$ cat src/logic/osdreg_params.svh
// Register offsets, field positions and timing figures for the OSD register bank.
// Assumes inclusion by the package and the principal design file only.
`ifndef OSDREG_PARAMS_SVH
`define OSDREG_PARAMS_SVH

// ****************************************
// Register offsets
// ****************************************
`define OSDREG_ADDR_FRAME1 16'h8400
`define OSDREG_ADDR_FRAME2 16'h8401
`define OSDREG_ADDR_FONT_ACC 16'h8402
`define OSDREG_ADDR_VBLANK 16'h8403
`define OSDREG_ADDR_HEIGHT 16'h8404
`define OSDREG_ADDR_HL_LO 16'h8405
`define OSDREG_ADDR_HL_HI 16'h8406
`define OSDREG_ADDR_LL_LO 16'h8407
`define OSDREG_ADDR_LL_HI 16'h8408
`define OSDREG_ADDR_SH_LO 16'h8409
`define OSDREG_ADDR_SH_HI 16'h840a
`define OSDREG_ADDR_CKS_START 16'h840d
`define OSDREG_ADDR_CKS_LO 16'h840e
`define OSDREG_ADDR_CKS_HI 16'h840f
`define OSDREG_ADDR_HPOS1 16'h8410

// ****************************************
// Fields, reset values and ranges
// ****************************************
`define OSDREG_RESET_BYTE 8'h00
`define OSDREG_RESET_WORD 16'h0000
`define OSDREG_BIT_PLANE 0
`define OSDREG_BIT_CODE_OR_ATTRIBUTE_BIT 1
`define OSDREG_BIT_OSD_EN 0
`define OSDREG_BIT_WIN1_EN 1
`define OSDREG_BIT_WIN2_EN 2
`define OSDREG_BIT_RUN 0
`define OSDREG_COLOR_PLANE_BIT_CODE_OR_ATTRIBUTE_BIT_LO 16'h3000
`define OSDREG_COLOR_PLANE_BIT_CODE_OR_ATTRIBUTE_BIT_HI 16'h3fff
`define OSDREG_COLOR_PLANE_BIT_FONT_LO 16'h7000
`define OSDREG_COLOR_PLANE_BIT_FONT_HI 16'h7fff
`define OSDREG_PAGE_LO 16'h8000
`define OSDREG_PAGE_HI 16'h81ff
`define OSDREG_LINE_BASE 11'h2c0
`define OSDREG_LINE_SHIFT 6
`define OSDREG_HPOS_OFFSET 11'h01e
`define OSDREG_HPOS_EARLIEST 11'h02a
`define OSDREG_CKS_MOD_ONE 16'hffff
`define OSDREG_CKS_WORDS 4608
`endif

$ cat src/logic/osdreg_pkg.sv
// Types shared by the OSD register bank.
// Assumes osdreg_params.svh sits on the include path.
`include "osdreg_params.svh"
package osdreg_pkg;
	typedef enum logic [1:0] {
		OSDREG_IDLE = 2'h0,
		OSDREG_RUN = 2'h1,
		OSDREG_DRAIN = 2'h3,
		OSDREG_DONE = 2'h2
	} osdreg_state_t;

	typedef struct packed {
		logic [7:0] frame1;
		logic [7:0] frame2;
		logic [1:0] font_acc;
		logic [6:0] blank_line_count;
		logic [7:0] height_value;
		logic [8:0] highlight;
		logic [8:0] lowlight;
		logic [8:0] shade;
		logic [7:0] hpos_value;
		osdreg_state_t cks_state;
		logic [12:0] rom_addr;
		logic rom_pend;
		logic [15:0] cks_acc;
		logic [15:0] cks_result;
		logic vb_active;
		logic [6:0] vb_lines;
		logic [7:0] reg_rdata;
		logic [7:0] mem_rdata;
	} osdreg_state_vec_t;
endpackage : osdreg_pkg

$ cat src/logic/osdreg_bank.sv
// OSD control register bank: host register file, plane routing, blanking, ROM checksum.
// Assumes the serial control front end delivers decoded 16-bit address byte accesses.
// Functional notes
// - Line length code gives 704 plus 64 per step
// - Four-colour attribute access uses selected plane
// - Four-colour font reads return selected plane
// - Page reads return code or attribute
// - Vertical blank lasts programmed scan lines
// - Height lines equal four times value
// - Highlight colour is green red blue 9-bit
// - Lowlight colour uses same 9-bit layout
// - Shade colour uses same 9-bit layout
// - Run bit starts sequential ROM checksum
// - Result stored modulo 65535, run bit self-clears
// - Result read as low and high bytes
// - Two windows shown together or alone
// - Window one starts at four times value plus thirty
// - Window output never starts before pixel 42
// - Line code bits 7-5, blink period 4-0
`timescale 1ns/1ps
`include "osdreg_params.svh"

module osdreg_bank
	import osdreg_pkg::*;
#(
	parameter int CKS_WORDS = `OSDREG_CKS_WORDS
)
(
	input wire logic clock,
	input wire logic sys_rst,
	input wire logic [15:0] reg_addr,
	input wire logic reg_wr,
	input wire logic [7:0] reg_wdata,
	input wire logic reg_rd,
	output logic [7:0] reg_rdata,
	input wire logic [15:0] mem_addr,
	input wire logic mem_rd,
	input wire logic [7:0] font_data,
	input wire logic [7:0] page_char_data,
	input wire logic [7:0] page_code_or_attribute_bit_data,
	output logic font_plane_msb,
	output logic page_code_or_attribute_bit_sel,
	output logic [7:0] mem_rdata,
	output logic [12:0] rom_addr,
	output logic rom_rd,
	input wire logic [15:0] rom_data,
	input wire logic vblank_enable,
	input wire logic vflyback_pulse,
	input wire logic hsync_pulse,
	output logic vblank,
	output logic [10:0] line_pixels,
	output logic [4:0] blink_period_field,
	output logic [9:0] height_lines,
	output logic [8:0] highlight_color,
	output logic [8:0] lowlight_color,
	output logic [8:0] shade_color,
	output logic [10:0] win1_start_px,
	output logic win1_enable,
	output logic win2_enable
);

	osdreg_state_vec_t s_ff;
	osdreg_state_vec_t nxt_s;
	logic in_attr4;
	logic in_color_plane_bit;
	logic in_page;
	logic [10:0] hpos_raw;
	logic [16:0] sum17;
	logic [15:0] folded;

	// ****************************************
	// Memory access routing
	// ****************************************
	assign in_attr4 = (mem_addr >= `OSDREG_COLOR_PLANE_BIT_CODE_OR_ATTRIBUTE_BIT_LO) && (mem_addr <= `OSDREG_COLOR_PLANE_BIT_CODE_OR_ATTRIBUTE_BIT_HI);
	assign in_color_plane_bit = (mem_addr >= `OSDREG_COLOR_PLANE_BIT_FONT_LO) && (mem_addr <= `OSDREG_COLOR_PLANE_BIT_FONT_HI);
	assign in_page = (mem_addr >= `OSDREG_PAGE_LO) && (mem_addr <= `OSDREG_PAGE_HI);
	// Two-colour range gets the plane bit held low whatever the host writes
	assign font_plane_msb = (in_attr4 || in_color_plane_bit) && s_ff.font_acc[`OSDREG_BIT_PLANE];
	assign page_code_or_attribute_bit_sel = in_page && s_ff.font_acc[`OSDREG_BIT_CODE_OR_ATTRIBUTE_BIT];
	assign mem_rdata = s_ff.mem_rdata;

	// ****************************************
	// Display settings
	// ****************************************
	assign line_pixels = `OSDREG_LINE_BASE
		+ (11'(s_ff.frame2[7:5]) << `OSDREG_LINE_SHIFT);
	assign blink_period_field = s_ff.frame2[4:0];
	assign height_lines = {s_ff.height_value, 2'h0};
	assign highlight_color = s_ff.highlight;
	assign lowlight_color = s_ff.lowlight;
	assign shade_color = s_ff.shade;
	// Top values reach 1050, so one extra bit above the 10 a start would seem to need
	assign hpos_raw = {1'b0, s_ff.hpos_value, 2'h0} + `OSDREG_HPOS_OFFSET;
	// Pipeline latency hides anything earlier than this
	assign win1_start_px = (hpos_raw < `OSDREG_HPOS_EARLIEST) ? `OSDREG_HPOS_EARLIEST
		: hpos_raw;
	assign win1_enable = s_ff.frame1[`OSDREG_BIT_OSD_EN] && s_ff.frame1[`OSDREG_BIT_WIN1_EN];
	assign win2_enable = s_ff.frame1[`OSDREG_BIT_OSD_EN] && s_ff.frame1[`OSDREG_BIT_WIN2_EN];
	assign vblank = s_ff.vb_active;
	assign reg_rdata = s_ff.reg_rdata;
	assign rom_addr = s_ff.rom_addr;
	assign rom_rd = (s_ff.cks_state == OSDREG_RUN);

	// End-around carry keeps the sum modulo 65535
	assign sum17 = {1'b0, s_ff.cks_acc} + {1'b0, rom_data};
	assign folded = sum17[15:0] + {15'h0000, sum17[16]};

	// ****************************************
	// Next state
	// ****************************************
	always_comb
	begin
		nxt_s = s_ff;
		nxt_s.reg_rdata = `OSDREG_RESET_BYTE;
		// Reserved bits are dropped, so stray host writes cannot leak
		if (reg_wr)
		begin
			case (reg_addr)
				`OSDREG_ADDR_FRAME1: nxt_s.frame1 = reg_wdata;
				`OSDREG_ADDR_FRAME2: nxt_s.frame2 = reg_wdata;
				`OSDREG_ADDR_FONT_ACC: nxt_s.font_acc = reg_wdata[1:0];
				`OSDREG_ADDR_VBLANK: nxt_s.blank_line_count = reg_wdata[6:0];
				`OSDREG_ADDR_HEIGHT: nxt_s.height_value = reg_wdata;
				`OSDREG_ADDR_HL_LO: nxt_s.highlight[7:0] = reg_wdata;
				`OSDREG_ADDR_HL_HI: nxt_s.highlight[8] = reg_wdata[0];
				`OSDREG_ADDR_LL_LO: nxt_s.lowlight[7:0] = reg_wdata;
				`OSDREG_ADDR_LL_HI: nxt_s.lowlight[8] = reg_wdata[0];
				`OSDREG_ADDR_SH_LO: nxt_s.shade[7:0] = reg_wdata;
				`OSDREG_ADDR_SH_HI: nxt_s.shade[8] = reg_wdata[0];
				`OSDREG_ADDR_HPOS1: nxt_s.hpos_value = reg_wdata;
				default: nxt_s.hpos_value = s_ff.hpos_value;
			endcase
		end
		if (reg_rd)
		begin
			case (reg_addr)
				`OSDREG_ADDR_FRAME1: nxt_s.reg_rdata = s_ff.frame1;
				`OSDREG_ADDR_FRAME2: nxt_s.reg_rdata = s_ff.frame2;
				`OSDREG_ADDR_FONT_ACC: nxt_s.reg_rdata = {6'h00, s_ff.font_acc};
				`OSDREG_ADDR_VBLANK: nxt_s.reg_rdata = {1'b0, s_ff.blank_line_count};
				`OSDREG_ADDR_HEIGHT: nxt_s.reg_rdata = s_ff.height_value;
				`OSDREG_ADDR_HL_LO: nxt_s.reg_rdata = s_ff.highlight[7:0];
				`OSDREG_ADDR_HL_HI: nxt_s.reg_rdata = {7'h00, s_ff.highlight[8]};
				`OSDREG_ADDR_LL_LO: nxt_s.reg_rdata = s_ff.lowlight[7:0];
				`OSDREG_ADDR_LL_HI: nxt_s.reg_rdata = {7'h00, s_ff.lowlight[8]};
				`OSDREG_ADDR_SH_LO: nxt_s.reg_rdata = s_ff.shade[7:0];
				`OSDREG_ADDR_SH_HI: nxt_s.reg_rdata = {7'h00, s_ff.shade[8]};
				`OSDREG_ADDR_CKS_START:
					nxt_s.reg_rdata = {7'h00, s_ff.cks_state != OSDREG_IDLE};
				`OSDREG_ADDR_CKS_LO: nxt_s.reg_rdata = s_ff.cks_result[7:0];
				`OSDREG_ADDR_CKS_HI: nxt_s.reg_rdata = s_ff.cks_result[15:8];
				`OSDREG_ADDR_HPOS1: nxt_s.reg_rdata = s_ff.hpos_value;
				default: nxt_s.reg_rdata = `OSDREG_RESET_BYTE;
			endcase
		end

		if (mem_rd)
		begin
			if (in_page)
				nxt_s.mem_rdata = s_ff.font_acc[`OSDREG_BIT_CODE_OR_ATTRIBUTE_BIT] ? page_code_or_attribute_bit_data
					: page_char_data;
			else
				nxt_s.mem_rdata = font_data;
		end

		// Vertical blanking counted in scan lines from flyback
		if (vflyback_pulse && vblank_enable && (s_ff.blank_line_count != 7'h00))
		begin
			nxt_s.vb_active = 1'b1;
			nxt_s.vb_lines = 7'h00;
		end
		else if (!vblank_enable)
			nxt_s.vb_active = 1'b0;
		else if (s_ff.vb_active && hsync_pulse)
		begin
			nxt_s.vb_lines = s_ff.vb_lines + 7'h01;
			if ((s_ff.vb_lines + 7'h01) >= s_ff.blank_line_count)
				nxt_s.vb_active = 1'b0;
		end

		// ROM data returns one cycle after the read strobe
		nxt_s.rom_pend = (s_ff.cks_state == OSDREG_RUN);
		if (s_ff.rom_pend)
			nxt_s.cks_acc = folded;
		case (s_ff.cks_state)
			OSDREG_IDLE:
			begin
				// Writing zero cannot abort a run in progress
				if (reg_wr && (reg_addr == `OSDREG_ADDR_CKS_START)
					&& reg_wdata[`OSDREG_BIT_RUN])
				begin
					nxt_s.cks_state = OSDREG_RUN;
					nxt_s.rom_addr = 13'h0000;
					nxt_s.cks_acc = `OSDREG_RESET_WORD;
				end
			end
			OSDREG_RUN:
			begin
				nxt_s.rom_addr = s_ff.rom_addr + 13'h0001;
				if (s_ff.rom_addr == 13'(CKS_WORDS - 1))
					nxt_s.cks_state = OSDREG_DRAIN;
			end
			OSDREG_DRAIN: nxt_s.cks_state = OSDREG_DONE;
			OSDREG_DONE:
			begin
				nxt_s.cks_result = (s_ff.cks_acc == `OSDREG_CKS_MOD_ONE) ? `OSDREG_RESET_WORD
					: s_ff.cks_acc;
				nxt_s.cks_state = OSDREG_IDLE;
			end
			default: nxt_s.cks_state = OSDREG_IDLE;
		endcase
	end

	always_ff @(posedge clock or posedge sys_rst)
	begin
		if (sys_rst)
			s_ff <= '0;
		else
			s_ff <= nxt_s;
	end
endmodule : osdreg_bank

$ cat config.mk
export PLATFORM = sky130hd
export DESIGN_NAME = osdreg_bank
export DESIGN_NICKNAME = d
export VERILOG_FILES = /design/src/logic/osdreg_pkg.sv /design/src/logic/osdreg_bank.sv
export VERILOG_INCLUDE_DIRS = /design/src /design/src/logic
export SDC_FILE = /design/constraint.sdc
export NUM_CORES = 1
export LEC_CHECK = 0
export BUFFER_PORTS_ARGS = -buffer_cell sky130_fd_sc_hd__buf_2
export CAP_MARGIN = 20
export CORE_MARGIN = 5
export CORE_UTILIZATION = 50
export CTS_CLUSTER_DIAMETER = 30
export CTS_CLUSTER_SIZE = 14
export DETAILED_ROUTE_END_ITERATION = 10
export PLACE_DENSITY = 0.77
export SLEW_MARGIN = 20
export SYNTH_ARGS = -nofsm -noshare
export SYNTH_HDL_FRONTEND = slang
export SYNTH_SLANG_ARGS = --single-unit
$ cat constraint.sdc
create_clock -name clock -period 4.4 [get_ports clock]
set_input_delay 0.88 -clock clock [delete_from_list [all_inputs] [get_ports clock]]
set_output_delay 0.88 -clock clock [all_outputs]
set_load 0.02 [all_outputs]
==> flow_summary.yaml <==
sta:
  post-route-period-util_pct: 95.1
  fin_crit_ns: 4.18
  setup_viol: 0
  worstMarginPinSlew_ns: 0.922
  fmax_mhz: 239
  slew_headroom_pct: 38.3
  slew_viol_final: 0
  hold_viol: 0
  fin_skew_ns: 0.00474
  setup_tns_ns: 0
  fin_hold_ws_ns: 0.504
yosys:
  syn_inst: 838
  syn-cell-area_um2: 8550
  synth_top_area_share_pct: 41.0
  yosysWarnings: 0
  yosys-top-cells-area: "dfrtp_1 41%, mux2_2 9.9%, buf_4 7.0%"
  seq_area_frac_synth_pct: 41.0
  ys.flop_type: "dfrtp_1"
  async_reset_ff_share_pct: 100
  synth_edf_count: 0
  yosys.area.top_type: "dfrtp_1"
  ys_ff_latch: 140
  synth_commonest_cells: "140 x dfrtp_1, 80 x buf_4, 75 x mux2_2"
  yosysMostFrequentCell: "dfrtp_1"
  synth_cell_type_count: 80
  syn_area_per_cell_um2: 10.2
routing:
  via_count: 6899
  drt-total-wl_um: 21700
  firstDrtPassIters: 7
  drt-initial-drc-count: 654
  drc: 0
  ant_nets: 0
  post_drt_wl_per_cell_um: 18.1
  viasPerCell: 5.75
global_routing:
  antenna_found_initial: 0
  grt_pass1_vias: 6584
  grt_first_pass_wirelength_um: 34300
  grt.total_usage_pct: 21.6
  grt_start_max_net_pins: 141
  overflow: 0
clock_network:
  h-tree-depth: 4
  cts_made_buffers: 17
  clk_latency_ns: 0.41
  cts.sinks: 140
  clockBufferDepth: 2
  cts_tree: "yes"
  root_buffer: "clkbuf_16"
  path_clk_slew_ns: 0.06
min_path:
  hold_class: "reg2reg"
critical_path:
  r2r_start: "s_ff[47]"
  ff2ff_path_depth: 18
  worstSetupEndpointType: "flop"
  cpMaxStageDelayCell: "or3_4"
  crit_top_cell: "o21ai_2"
  cp.required_ns: 4.71
  r2r_end: "s_ff[54]"
  crit_start: "rom_data[7]"
  crit_end: "s_ff[54]"
  critical_path_arrival_ns: 4.50
  max_stage_delay_ns: 0.43
  critPathKind: "in2reg"
  cp-start-kind: "primary input"
  crit_chain: "buf_2, ha_4, o21ai_2, a211oi_4, o2111a_1, o21ai_2, a21oi_2, o21a_1, o21ai_0, nand2b_1, ha_2, ha_1, and2_1, nor3b_4, nand4_1, or3_4, or4_4, xnor2_1, a211oi_1"
  cp_max_fo: 4
  ff2ff_setup_slack_ns: 0.27
power:
  power.leakage_nw: 4.94
  ir_drop_mv: 0.201
  powerDensity_nw_per_um2: 302
outcome:
  status: "finished clean"
floorplan:
  dieArea_um2: 19800
  die_w_um: 141
  die_h_um: 141
  rows: 47
  start_util_pct: 51.2
  num_io_pins: 187
  coreArea_um2: 16700
layout:
  nNetsFinal: 1087
  insertedDiodeCount: 0
  instances_no_fill: 1200
  utilization_pct: 60.2
  drive_gt1_share_pct: 36.0
  stdcell_area_um2: 10000
  syn_to_final_growth_pct: 17.5
flow_run:
  cap_violations: 0
placement:
  place_congestion: 0.854
  placedInstanceArea_um2: 9340
  dpl.hpwl_um: 16300
  dpl.cell_count: 1166
  port_buffers: 167
[registers in the layout, summed over array words and instances (netlist names), 8 cells and up]
register         cells
height_lines         8
highlight_color      9
lowlight_color       9
mem_rdata            8
reg_rdata            8
rom_addr            13
s_ff                70
shade_color          9
[repair_timing]
item,in CTS,in global routing
setup buffers,0,3
endpoints found under the hold margin,0,0
hold buffers,0,0
setup endpoints to repair,0,5
resized for setup,0,11
[worst min-delay path by stage]
stage               cells after the start          from           end
detailed placement                      1  mem_rdata[7]  mem_rdata[7]
finish                                  1  mem_rdata[7]  mem_rdata[7]
global route                            1  mem_rdata[3]  mem_rdata[3]
floorplan                               2      s_ff[22]      s_ff[22]
global placement                        1  mem_rdata[3]  mem_rdata[3]
CTS                                     1  mem_rdata[7]  mem_rdata[7]
[worst max-delay path, delay by kind of cell]
family	cells	cell delay, ns
adder cells (fa/ha/maj)	3	0.64
XOR/XNOR	1	0.14
buffers and inverters	1	0.12
AO/OA/AOI/OAI	8	1.24
AND/OR/NAND/NOR	6	1.49
[final cells by class]
class                           instances  area [um^2]
Tap cell                              220          275
Timing Repair Buffer                  206         1140
Sequential cell                       140         3500
Fill cell                            1386         6660
Inverter                               26          101
Multi-Input combinational cell        577         4420
Clock buffer                           18          439
Clock inverter                         13          166
[power by group]
| part | switching (W) | total [W] | internal (W) | leakage (nW) |
|---|---|---|---|---|
| clock | 0.000549 | 0.00146 | 0.000907 | 0.283 |
| sequential | 0.00000675 | 0.00130 | 0.00130 | 1.86 |
| combinational | 0.000160 | 0.000275 | 0.000114 | 2.80 |
| total | 0.000716 | 0.00304 | 0.00232 | 4.94 |
[layout by cell type (no fill, tap or decap), drive strengths merged, types with 8 or more instances in the layout]
master  count
buf       206
dfrtp     140
mux2       76
nor2       58
nand2      56
o21ai      36
ha         30
inv        28
nand3      25
a21oi      22
xnor2      20
a22o       18
clkbuf     18
nor3       17
xor2       16
a211oi     16
mux2i      13
a222oi     13
nand4      13
nand2b     12
a21o       12
nor4       12
conb       10
or3        10
a22oi       8
[routing by layer]
layer | track usage (%) | share of wire [%]
met1 | 27.8 | 42
met3 | 5.32 | 6.4
met4 | 5.76 | 2.0
met2 | 36.5 | 50
met5 | 0 | 0
[metrics by stage]
stage               setup WS [ns]  power [W]
detailed placement         -0.308    0.00159
global route              -0.0411    0.00314
global placement           -0.151    0.00159
CTS                         0.135    0.00304
finish                      0.215    0.00304
floorplan                  0.0120    0.00151
[logic make-up after synthesis]
group           Yosys count  share of synthesized area [%]
mux                      89                           11.5
compound gates          168                           14.5
flops                   140                           41.0
buf+inv                 129                           9.29
fa+ha+maj                31                           4.63
other cells               2                         0.0879
xor+xnor                 37                           3.97
simple gates            242                           15.0
Power figures use the tool's default switching activity.
